## config.mk

```make
export PLATFORM = sky130hd
export DESIGN_NAME = gpc_top
export DESIGN_NICKNAME = d
export VERILOG_FILES = /design/src/gpc_pkg.sv /design/src/gpc_top.sv
export VERILOG_INCLUDE_DIRS = /design/src
export SDC_FILE = /design/constraint.sdc
export NUM_CORES = 2
export LEC_CHECK = 0
export CORE_UTILIZATION = 55
export DETAILED_ROUTE_END_ITERATION = 6
export DONT_BUFFER_PORTS = 1
export PLACE_DENSITY_LB_ADDON = 0.15
export RECOVER_POWER = 25
export REMOVE_ABC_BUFFERS = 1
export SETUP_SLACK_MARGIN = 0.2
export SYNTH_ARGS = -nofsm -noshare
export SYNTH_HDL_FRONTEND = slang
export SYNTH_SLANG_ARGS = --single-unit
```

## constraint.sdc

```tcl
create_clock -name clock -period 3 [get_ports clock]
set_clock_uncertainty 0.05 [all_clocks]
set_input_delay 0.3 -clock clock [delete_from_list [all_inputs] [get_ports clock]]
set_output_delay 0.3 -clock clock [all_outputs]
set_load 0.02 [all_outputs]
```

## src/gpc_cfg.svh

```systemverilog
`ifndef GPC_CFG_SVH
`define GPC_CFG_SVH

// ****************************************************************
// Register map
// ****************************************************************
`define GPC_ADDR_W       12
`define GPC_CTRL1_REGION 3'h0
`define GPC_CTRL2_REGION 3'h1
`define GPC_OUT_OFS      12'h400
`define GPC_IN_OFS       12'h404
`define GPC_STAT_OFS     12'h408
`define GPC_MASK_OFS     12'h40c
`define GPC_WAKE_EN_OFS  12'h410

// ****************************************************************
// Control register 1 fields
// ****************************************************************
`define GPC_PULL_LSB  0
`define GPC_DET_LSB   4
`define GPC_OD_BIT    8
`define GPC_DIR_BIT   9
`define GPC_GSEL_BIT  10
`define GPC_MUX_LSB   12
`define GPC_OVAL_BIT  16
`define GPC_PAD_BIT   24

// ****************************************************************
// Control register 2 fields
// ****************************************************************
`define GPC_SLEW_BIT  0
`define GPC_DRV_LSB   4

// ****************************************************************
// Field codes and reset values
// ****************************************************************
`define GPC_DET_LOW   3'h0
`define GPC_DET_HIGH  3'h1
`define GPC_DET_OFF   3'h4
`define GPC_DET_RISE  3'h5
`define GPC_DET_FALL  3'h6
`define GPC_DET_BOTH  3'h7
`define GPC_PULL_NONE 2'h0
`define GPC_PULL_UP   2'h1
`define GPC_PULL_DOWN 2'h2
`define GPC_MUX_GPIO  2'h0
`define GPC_RST_DRV   2'h0
`define GPC_RST_WORD  32'h0000_0000
`endif

```

## src/gpc_pkg.sv

```systemverilog
package gpc_pkg;
  typedef logic [2:0]  gpc_det_t;
  typedef logic [1:0]  gpc_pull_t;
  typedef logic [1:0]  gpc_mux_t;
  typedef logic [1:0]  gpc_drv_t;
  typedef logic [11:0] gpc_addr_t;
  typedef logic [31:0] gpc_word_t;
endpackage

```

## src/gpc_top.sv

```systemverilog
// The implementer's own choices: the register offsets and the plain strobed port.
`timescale 1ns/1ps
`include "gpc_cfg.svh"

module gpc_top
#(
  parameter int PINS    = 32,
  parameter int RST_PIN = 31
)
(
  input  wire logic                  clock,      // 50 MHz system clock
  input  wire logic                  reset_n,    // Main rail reset, synchronous
  input  wire gpc_pkg::gpc_addr_t    addr,       // Register byte address
  input  wire gpc_pkg::gpc_word_t    wdata,      // Write data
  input  wire logic                  wr_stb,     // Write strobe
  input  wire logic                  rd_stb,     // Read strobe
  output gpc_pkg::gpc_word_t         rdata,      // Read data, cycle after strobe
  input  wire logic [PINS-1:0]       pad_in,     // Pad input levels
  output logic [PINS-1:0]            pad_out,    // Pad output levels
  output logic [PINS-1:0]            pad_oe,     // Pad output enables
  output logic [PINS-1:0]            pull_up,    // Pull-up enables
  output logic [PINS-1:0]            pull_dn,    // Pull-down enables
  output logic [2*PINS-1:0]          drive_str,  // Drive strength, 2 bits per pin
  output logic [PINS-1:0]            slew_lim,   // Slew limit enables
  input  wire logic [PINS-1:0]       alt_out,    // Alternate function output data
  input  wire logic [PINS-1:0]       alt_oe,     // Alternate function output enable
  output logic [PINS-1:0]            alt_in,     // Synchronized pad input to functions
  output logic [2*PINS-1:0]          alt_sel,    // Mux setting, 2 bits per pin
  output logic                       irq,        // Level interrupt
  output logic                       wake,       // Wake request level
  output logic                       sys_reset   // System reset request, high active
);
  import gpc_pkg::*;

  // ****************************************************************
  // Per-pin configuration
  // ****************************************************************
  gpc_pull_t          pull_r [PINS];
  gpc_det_t           det_r  [PINS];
  gpc_mux_t           mux_r  [PINS];
  gpc_drv_t           drv_r  [PINS];
  logic [PINS-1:0]    od_r;
  logic [PINS-1:0]    dir_r;
  logic [PINS-1:0]    gsel_r;
  logic [PINS-1:0]    oval_r;
  logic [PINS-1:0]    slew_r;
  logic [PINS-1:0]    out_grp_r;
  logic [PINS-1:0]    mask_r;
  logic [PINS-1:0]    wake_en_r;
  logic [PINS-1:0]    stat_r;
  logic [PINS-1:0]    stat_nxt;
  logic [PINS-1:0]    sync1_r;
  logic [PINS-1:0]    sync2_r;
  logic [PINS-1:0]    prev_r;
  logic [2:0]         fill_r;
  logic [PINS-1:0]    event_w;
  logic [PINS-1:0]    drv_val;
  logic [PINS-1:0]    drv_en;
  gpc_word_t          rdata_nxt;

  // ****************************************************************
  // Decode helpers
  // ****************************************************************
  function automatic logic in_region(input gpc_addr_t a, input logic [2:0] reg_id);
    logic [6:0] idx;
    idx       = a[8:2];
    in_region = (a[11:9] == reg_id) && (a[1:0] == 2'h0) && (int'(idx) < PINS);
  endfunction

  function automatic int pin_of(input gpc_addr_t a);
    pin_of = int'(a[8:2]);
  endfunction

  function automatic logic detect(input gpc_det_t d, input logic cur, input logic prv);
    unique case (d)
      `GPC_DET_LOW:  detect = ~cur;
      `GPC_DET_HIGH: detect = cur;
      `GPC_DET_RISE: detect = cur & ~prv;
      `GPC_DET_FALL: detect = ~cur & prv;
      `GPC_DET_BOTH: detect = cur ^ prv;
      default:       detect = 1'b0;
    endcase
  endfunction

  wire wr_ctrl1 = wr_stb && in_region(addr, `GPC_CTRL1_REGION);
  wire wr_ctrl2 = wr_stb && in_region(addr, `GPC_CTRL2_REGION);
  wire rd_stat  = rd_stb && (addr == `GPC_STAT_OFS);

  // ****************************************************************
  // Input synchronizer
  // ****************************************************************
  // The first stage feeds only the second; all logic reads sync2_r.
  always_ff @(posedge clock)
  begin
    if (!reset_n)
    begin
      sync1_r <= '0;
      sync2_r <= '0;
      prev_r  <= '0;
    end
    else
    begin
      sync1_r <= pad_in;
      sync2_r <= sync1_r;
      prev_r  <= sync2_r;
    end
  end

  // ****************************************************************
  // Synchronizer fill
  // ****************************************************************
  // The chain restarts at zero, which reads as a low pad. Until it has
  // filled, neither the reset request nor the event logic may trust it,
  // or every reset would be followed by a false reset request.
  always_ff @(posedge clock)
  begin
    if (!reset_n)
    begin
      fill_r <= '0;
    end
    else
    begin
      fill_r <= {fill_r[1:0], 1'b1};
    end
  end

  // ****************************************************************
  // Control register 1
  // ****************************************************************
  always_ff @(posedge clock)
  begin
    if (!reset_n)
    begin
      for (int i = 0; i < PINS; i++)
      begin
        pull_r[i] <= `GPC_PULL_NONE;
        det_r[i]  <= `GPC_DET_OFF;
        mux_r[i]  <= `GPC_MUX_GPIO;
      end
      od_r   <= '0;
      dir_r  <= '0;
      gsel_r <= '0;
      oval_r <= '0;
    end
    else if (wr_ctrl1)
    begin
      pull_r[pin_of(addr)] <= wdata[`GPC_PULL_LSB +: 2];
      det_r[pin_of(addr)]  <= wdata[`GPC_DET_LSB +: 3];
      mux_r[pin_of(addr)]  <= wdata[`GPC_MUX_LSB +: 2];
      od_r[pin_of(addr)]   <= wdata[`GPC_OD_BIT];
      dir_r[pin_of(addr)]  <= wdata[`GPC_DIR_BIT];
      gsel_r[pin_of(addr)] <= wdata[`GPC_GSEL_BIT];
      oval_r[pin_of(addr)] <= wdata[`GPC_OVAL_BIT];
    end
  end

  // ****************************************************************
  // Control register 2
  // ****************************************************************
  always_ff @(posedge clock)
  begin
    if (!reset_n)
    begin
      for (int i = 0; i < PINS; i++)
      begin
        drv_r[i] <= `GPC_RST_DRV;
      end
      slew_r <= '0;
    end
    else if (wr_ctrl2)
    begin
      drv_r[pin_of(addr)]  <= wdata[`GPC_DRV_LSB +: 2];
      slew_r[pin_of(addr)] <= wdata[`GPC_SLEW_BIT];
    end
  end

  // ****************************************************************
  // Group output, mask and wake enable
  // ****************************************************************
  always_ff @(posedge clock)
  begin
    if (!reset_n)
    begin
      out_grp_r <= '0;
      mask_r    <= '0;
      wake_en_r <= '0;
    end
    else if (wr_stb)
    begin
      if (addr == `GPC_OUT_OFS)
      begin
        out_grp_r <= wdata[PINS-1:0];
      end
      if (addr == `GPC_MASK_OFS)
      begin
        mask_r <= wdata[PINS-1:0];
      end
      if (addr == `GPC_WAKE_EN_OFS)
      begin
        wake_en_r <= wdata[PINS-1:0];
      end
    end
  end

  // ****************************************************************
  // Event detection and status
  // ****************************************************************
  // A level event keeps setting its bit, so a read only clears it once
  // the level has gone; an event in the clearing cycle is kept.
  always_comb
  begin
    for (int i = 0; i < PINS; i++)
    begin
      event_w[i] = fill_r[2] & detect(det_r[i], sync2_r[i], prev_r[i]);
    end
    stat_nxt = (rd_stat ? '0 : stat_r) | event_w;
  end

  always_ff @(posedge clock)
  begin
    if (!reset_n)
    begin
      stat_r <= '0;
      irq    <= 1'b0;
      wake   <= 1'b0;
    end
    else
    begin
      stat_r <= stat_nxt;
      irq    <= |(stat_nxt & mask_r);
      wake   <= |(stat_nxt & wake_en_r);
    end
  end

  // ****************************************************************
  // Pad drive
  // ****************************************************************
  // Open drain only ever drives low; a high value releases the pad.
  always_comb
  begin
    for (int i = 0; i < PINS; i++)
    begin
      if (mux_r[i] == `GPC_MUX_GPIO)
      begin
        drv_val[i] = gsel_r[i] ? out_grp_r[i] : oval_r[i];
        drv_en[i]  = dir_r[i];
      end
      else
      begin
        drv_val[i] = alt_out[i];
        drv_en[i]  = alt_oe[i];
      end
    end
  end

  always_ff @(posedge clock)
  begin
    if (!reset_n)
    begin
      pad_out   <= '0;
      pad_oe    <= '0;
      pull_up   <= '0;
      pull_dn   <= '0;
      drive_str <= '0;
      slew_lim  <= '0;
      alt_in    <= '0;
      alt_sel   <= '0;
    end
    else
    begin
      pad_out  <= drv_val & ~od_r;
      pad_oe   <= drv_en & ~(od_r & drv_val);
      slew_lim <= slew_r;
      alt_in   <= sync2_r;
      for (int i = 0; i < PINS; i++)
      begin
        pull_up[i]           <= (pull_r[i] == `GPC_PULL_UP);
        pull_dn[i]           <= (pull_r[i] == `GPC_PULL_DOWN);
        drive_str[2*i +: 2]  <= drv_r[i];
        alt_sel[2*i +: 2]    <= mux_r[i];
      end
    end
  end

  // ****************************************************************
  // System reset pin
  // ****************************************************************
  // Taken from the synchronized pad whatever the mux says.
  always_ff @(posedge clock)
  begin
    if (!reset_n)
    begin
      sys_reset <= 1'b0;
    end
    else
    begin
      sys_reset <= fill_r[1] & ~sync2_r[RST_PIN];
    end
  end

  // ****************************************************************
  // Read path
  // ****************************************************************
  always_comb
  begin
    rdata_nxt = '0;
    if (in_region(addr, `GPC_CTRL1_REGION))
    begin
      rdata_nxt[`GPC_PULL_LSB +: 2] = pull_r[pin_of(addr)];
      rdata_nxt[`GPC_DET_LSB +: 3]  = det_r[pin_of(addr)];
      rdata_nxt[`GPC_OD_BIT]        = od_r[pin_of(addr)];
      rdata_nxt[`GPC_DIR_BIT]       = dir_r[pin_of(addr)];
      rdata_nxt[`GPC_GSEL_BIT]      = gsel_r[pin_of(addr)];
      rdata_nxt[`GPC_MUX_LSB +: 2]  = mux_r[pin_of(addr)];
      rdata_nxt[`GPC_OVAL_BIT]      = oval_r[pin_of(addr)];
      rdata_nxt[`GPC_PAD_BIT]       = sync2_r[pin_of(addr)];
    end
    else if (in_region(addr, `GPC_CTRL2_REGION))
    begin
      rdata_nxt[`GPC_SLEW_BIT]     = slew_r[pin_of(addr)];
      rdata_nxt[`GPC_DRV_LSB +: 2] = drv_r[pin_of(addr)];
    end
    else
    begin
      unique case (addr)
        `GPC_OUT_OFS:     rdata_nxt[PINS-1:0] = out_grp_r;
        `GPC_IN_OFS:      rdata_nxt[PINS-1:0] = sync2_r;
        `GPC_STAT_OFS:    rdata_nxt[PINS-1:0] = stat_r;
        `GPC_MASK_OFS:    rdata_nxt[PINS-1:0] = mask_r;
        `GPC_WAKE_EN_OFS: rdata_nxt[PINS-1:0] = wake_en_r;
        default:          rdata_nxt = '0;
      endcase
    end
  end

  // Read data stand for one cycle per cycle of read strobe, then return to zero.
  always_ff @(posedge clock)
  begin
    if (!reset_n)
    begin
      rdata <= `GPC_RST_WORD;
    end
    else
    begin
      rdata <= rd_stb ? rdata_nxt : '0;
    end
  end

endmodule // gpc_top

```

### Word level (Yosys, flattened, before mapping)

Memory sizes are Yosys's and may differ from the RTL's. A register that Yosys moved wholly into a read port is not among the register bits.
Index checks and enable logic that the tools add are counted.

* register bits after elaboration: 646
* RAM bits: 288
* word-level logic and storage cells: 729
* output and inout port bits: 355
* memories kept: 4

Memory list
* det_r: depth 32, bits a word 3, read ports 33, clocked after Yosys merged registers in 0, write ports 32, RTL line gpc_top.sv:39 `gpc_det_t det_r [PINS];`
* drv_r: depth 32, bits a word 2, read ports 33, clocked after Yosys merged registers in 32, write ports 32, RTL line gpc_top.sv:41 `gpc_drv_t drv_r [PINS];`
* mux_r: depth 32, bits a word 2, read ports 33, clocked after Yosys merged registers in 0, write ports 32, RTL line gpc_top.sv:40 `gpc_mux_t mux_r [PINS];`
* pull_r: depth 32, bits a word 2, read ports 33, clocked after Yosys merged registers in 0, write ports 32, RTL line gpc_top.sv:38 `gpc_pull_t pull_r [PINS];`

* reduce and logical (&&, ||, !) cells: 117
* order comparisons: 3
* multiplexer cells: 179
* equal/unequal tests: 198
* bitwise operators: 203

Operator list (count)
* 3-bit equality test, second input constant: 96
* 32-bit AND: 5
* 32-bit bitwise mux: 5
* 1-bit case mux with 5 select lines: 32
* 32-bit case mux with 5 select lines: 1
* 1-bit 2-to-1 mux: 119
* 3-bit by 1-bit equality test with 1-bit output, second input constant: 33
* 3-bit zero test: 33
* 1-bit AND: 97
* 2-bit zero test: 33
* 1-bit inverter: 66
* 2-bit by 1-bit equality test with 1-bit output, second input constant: 32
* 2-bit equality test, second input constant: 32
* 32-bit inverter: 2
* 32-bit OR reduction: 2
* 12-bit by 11-bit equality test with 1-bit output, second input constant: 5
* 1-bit zero test: 32
* 32-bit 2-to-1 mux: 1
* 32-bit bitwise OR: 1
* 1-bit XOR: 32
* 1-bit binary-select mux with 5-bit select: 6
* 5-bit 2-to-1 mux: 4
* 19-bit 2-to-1 mux: 1
* 7-bit by 6-bit < comparator with 1-bit output, second input constant: 2
* 9 further kinds: 28

### Depth between registers and ports, before layout

* word-level depth: 9
* depth in mapped cells: 10
* gate-level depth less buffers: 9

### Worst setup path before layout

Ideal clock, no wire load.

* path type: input-to-reg
* start: input port addr[6]
* end: memory det_r[19][0] (netlist bit), enable pin
* buffers on the path: 3
* stages: 7
* required time: 2569 ps
* slack: 269 ps
* data arrival time: 2300 ps
* cells stage by stage: buf_2 > inv_1 > clkbuf_1 > nor3_1 > nand2_1 > clkbuf_1 > o21ai_0

RTL lines
* from (decl): RTL line gpc_top.sv:13 `input wire gpc_pkg::gpc_addr_t addr,`
* to (decl): RTL line gpc_top.sv:39

==> parameters.txt <==
Parameter                              Value

Clocking
  Number of sinks driven by the clock tree ... 998
  CTS H-tree depth ... 3
  Root buffer selected by CTS ... clkbuf_16
  Insertion delay of the later-clocked pin in the worst-skew pair ... 680 ps
  Num CTS Buffers ... 101
  Longest Clk Path Bufs ... 3
  Register clock-pin slew on the reported worst setup and hold paths ... 60 ps
  Clock tree from TritonCTS ... built

Logic synthesis
  Syn_area_per_cell ... 10.6 sq um
  Area share of xor/xnor cells in the synthesized design ... 0.00624
  Number of enable-type register cells in the synthesized netlist ... 288
  Sequential fraction of the synthesis area ... 0.543
  Primary FF master, synth ... dfxtp_1
  Largest family of logic cells by synthesized area ... simple AND/OR/NAND/NOR gates
  Number of unique standard cell types used by synthesis ... 51
  Number of warnings reported in the yosys synthesis log ... 0
  Cells after synthesis ... 3968
  Basic-gate share of the synthesized area counting and, or, nand and nor cells ... 0.184
  Portion of netlist area occupied by mux cells ... 0.0871
  Share of the synthesized area in compound gates (AO/OA/AOI/OAI) ... 0.124
  Mapped Area ... 42100 sq um
  Flop and latch count out of synthesis ... 998
  Synth area leader ... dfxtp_1
  Fraction of the mapped netlist area in adder cells ... 0.0190
  Area share of the largest cell type after synthesis ... 0.338
  Async set or reset register ratio after synthesis ... 0
  Largest cells by area after synthesis ... dfxtp_1, edfxtp_1, and2_1

Global routing
  Total Routing Usage GR ... 0.369
  Via count of the first global-routing pass ... 33.6k
  Largest net degree at the start of global routing ... 523
  Wire length of the first global-routing pass ... 214 mm
  Initial antenna violation count ... 12
  Overflow left after global routing ... 0

Placement
  Dpl ws ... 102 ps
  Cell count after placement ... 4783
  RD Place Congestion ... 0.949
  Placed wire-length estimate after detailed placement ... 91.1 mm
  Number of port buffers ... 0

Pwr
  Combinational cell fraction of total power ... 0.059
  Total internal power ... 23.4 mW
  Peak supply drop ... 0.439 mV
  Net Sw Power ... 7.14 mW
  Total power ... 30.5 mW
  Power density normalized to cell area ... 568 nW/um^2
  Switching part of the total power ... 0.234
  Share of power burned in the clock network ... 0.452
  Sequential share of power ... 0.489
  Cell leakage power ... 20.6 nW

Floorplan
  Floorplan Core Area ... 75800 sq um
  Overall die height ... 279 um
  Area enclosed by the die boundary ... 77600 sq um
  Width of the chip ... 279 um
  Effective utilization at floorplan ... 0.555
  Total number of placement rows ... 101
  Number of top-level pins ... 499

Cells and area
  Final cell count without fillers ... 5637
  Number of nets in the finished design ... 4770
  Synthesis-to-finish area growth ... 27.7%
  Layout cells sized above 1 ... 0.103
  Commonest non-fill, non-tap cells in the layout ... dfxtp_1, dlygate4sd3_1, nand2_1
  Most common cell after layout, fill and taps aside ... dfxtp_1
  Filler cells ... 5481

Worst setup path
  Element type at the critical path end ... register
  Category of cells accounting for the largest share of critical-path delay ... buffers and inverters
  Cell with the largest stage delay on the worst path ... clkbuf_4
  Levels on crit path ... 2
  Timing endpoint of the critical path ... drv_r[20][0]$_SDFFCE_PN0P_
  Launching element type of the critical path ... primary input
  Largest fanout of any net on the critical path ... 522
  Critical path launch point ... reset_n
  Worst reg-to-reg path cell count ... 7
  RR Endpoint ... rdata[0]$_SDFF_PN0_
  Category of the critical setup timing path ... primary input to register
  Critical path's largest stage delay ... 1780 ps
  Bufs and invs on worst path ... 1
  Critical Path, Cell by Cell ... clkbuf_4, o21ai_0
  Worst-case register-to-register setup slack ... 280 ps
  R2r startpoint ... slew_r[15]$_SDFFE_PN0P_
  Arrival time of the worst setup path ... 3120 ps
  Endpoint required time on the critical path ... 3220 ps

Routing
  Highest routing layer actually used ... met5
  Met1 WL ... 53.8 mm
  Overall routed net length ... 147 mm
  Via count ... 34.6k
  First-pass detailed-route iteration total ... 7
  Starting DRT DRC Count ... 4352
  DRC violations left ... 19
  Average routed wire per standard cell ... 26.0 um
  Sum of met2 wire segment lengths after detailed routing ... 68.6 mm
  ANT nets after route ... 0
  Via density per instance ... 6.13
  Met3 routed wirelength ... 16.6 mm

Hold path
  Hold path startpoint ... wr_stb
  Worst Hold Path Cells ... 2
  Type of the worst min-delay path ... primary input to register

STA
  Peak Freq ... 345 MHz
  Final worst-path setup slack ... 102 ps
  Count of final hold-check violations ... 0
  Setup repair after global routing missed its margin ... true
  Final critical delay including setup and external delays ... 2900 ps
  Final slew viol count ... 216
  Slew headroom ... -0.648
  Slew at the pin with the worst max-slew slack ... 2470 ps
  Final critical-path share of the clock period ... 0.966
  Setup-failing EPs final ... 0

Outcome
  Result of the run ... complete, but fails checks
  Violations in the final reports ... DRC, capacitance limit, slew limit

Run
  MaxCap Viol Count ... 1
flip-flops by register name (all words and copies together), names as in the netlist, 64 cells and up:
register	flops
alt_sel	64
det_r	96
drive_str	64
drv_r	64
mux_r	64
pull_r	64
synthesized netlist by cell type, types with 28 or more instances:
cell / instances
xor2_1: 30
ha_1: 64
nand2_1: 415
or3_1: 69
nand4_1: 72
nor2_1: 251
a21oi_1: 101
nand3_1: 47
inv_1: 96
and3b_1: 65
o211ai_1: 36
mux4_2: 124
o21ai_0: 232
and2_1: 488
a21boi_0: 237
edfxtp_1: 288
a222oi_1: 36
mux2i_1: 85
a22oi_1: 93
nor2b_1: 28
clkbuf_1: 262
dfxtp_1: 710
power by group through the flow:
| stage | Sequential [mW] | Clock [mW] | Combinational, mW |
|---|---|---|---|
| finish | 14.9 | 13.8 | 1.81 |
| CTS | 14.9 | 13.8 | 1.75 |
| global placement | 15.2 | 0 | 1.11 |
| floorplan | 15.0 | 0 | 0.771 |
| global route | 15.0 | 14.4 | 1.89 |
| detailed placement | 15.2 | 0 | 1.13 |
timing repair:
| item | in CTS | in global routing |
|---|---|---|
| resized for setup | 0 | 13 |
| hold buffers | 649 | 0 |
| setup buffers | 0 | 4 |
| setup endpoints to repair | 0 | 9 |
| endpoints found under the hold margin | 941 | 0 |
layout make-up:
type | count | area, sq um | share of cell area
Antenna cell | 8 | 20.0 | 0.000372
Clock buffer | 129 | 2840 | 0.0529
Clock inverter | 63 | 797 | 0.0148
Inverter | 96 | 360 | 0.00670
Multi-Input combinational cell | 2571 | 17700 | 0.330
Sequential cell | 998 | 22900 | 0.425
Tap cell | 978 | 1220 | 0.0228
Timing Repair Buffer | 794 | 7900 | 0.147
worst reg2reg max path, stage by stage, from the launching register on:
cell and delay (ps):
dfxtp_1 330, mux4_2 530, mux4_2 510, mux2i_1 150
nand3_1 200, o2111ai_1 180, dlygate4sd3_1 590, a31oi_1 50
layer usage:
metal / vias up / track usage
li1: 15200 / -
met2: 2064 / 0.595
met5: - / 0
met4: 6 / 0.181
met3: 359 / 0.0927
met1: 17000 / 0.463
how the worst min path moves through the flow:
stage                     slack [ps]                         end
after floorplan                  280           fill_r[0]$_DFF_P_
after global placement           370        fill_r[1]$_SDFF_PN0_
after detailed placement         370      sync2_r[28]$_SDFF_PN0_
after CTS                          2  det_r[16][2]$_SDFFCE_PN1P_
after global routing              50  det_r[17][2]$_SDFFCE_PN1P_
final                             30  det_r[16][2]$_SDFFCE_PN1P_
logic make-up (layout without fill, tap and decap cells):
group / Yosys count / count (layout)
AND/OR/NAND/NOR: 1481 / 1481
buffers and inverters: 399 / 1082
multiplexers: 211 / 211
flip-flops: 998 / 998
AO/OA/AOI/OAI: 785 / 785
XOR/XNOR: 30 / 30
other: 0 / 8
adder cells (fa/ha/maj): 64 / 64
stage by stage:
| step | utilization | instance area, sq um | setup TNS, ps | hold WS, ps |
|---|---|---|---|---|
| 5_1_grt | 0.709 | 53700 | 0 | 49.6 |
| 2_1_floorplan | - | 40900 | -440240 | 278 |
| 6_report | 0.709 | 53800 | 0 | 30.4 |
| 3_3_place_gp | 0.571 | 43300 | 0 | 367 |
| 3_5_place_dp | 0.571 | 43300 | 0 | 369 |
| 4_1_cts | 0.708 | 53600 | 0 | 1.95 |
Note: power is estimated with default switching activity, not from simulation.
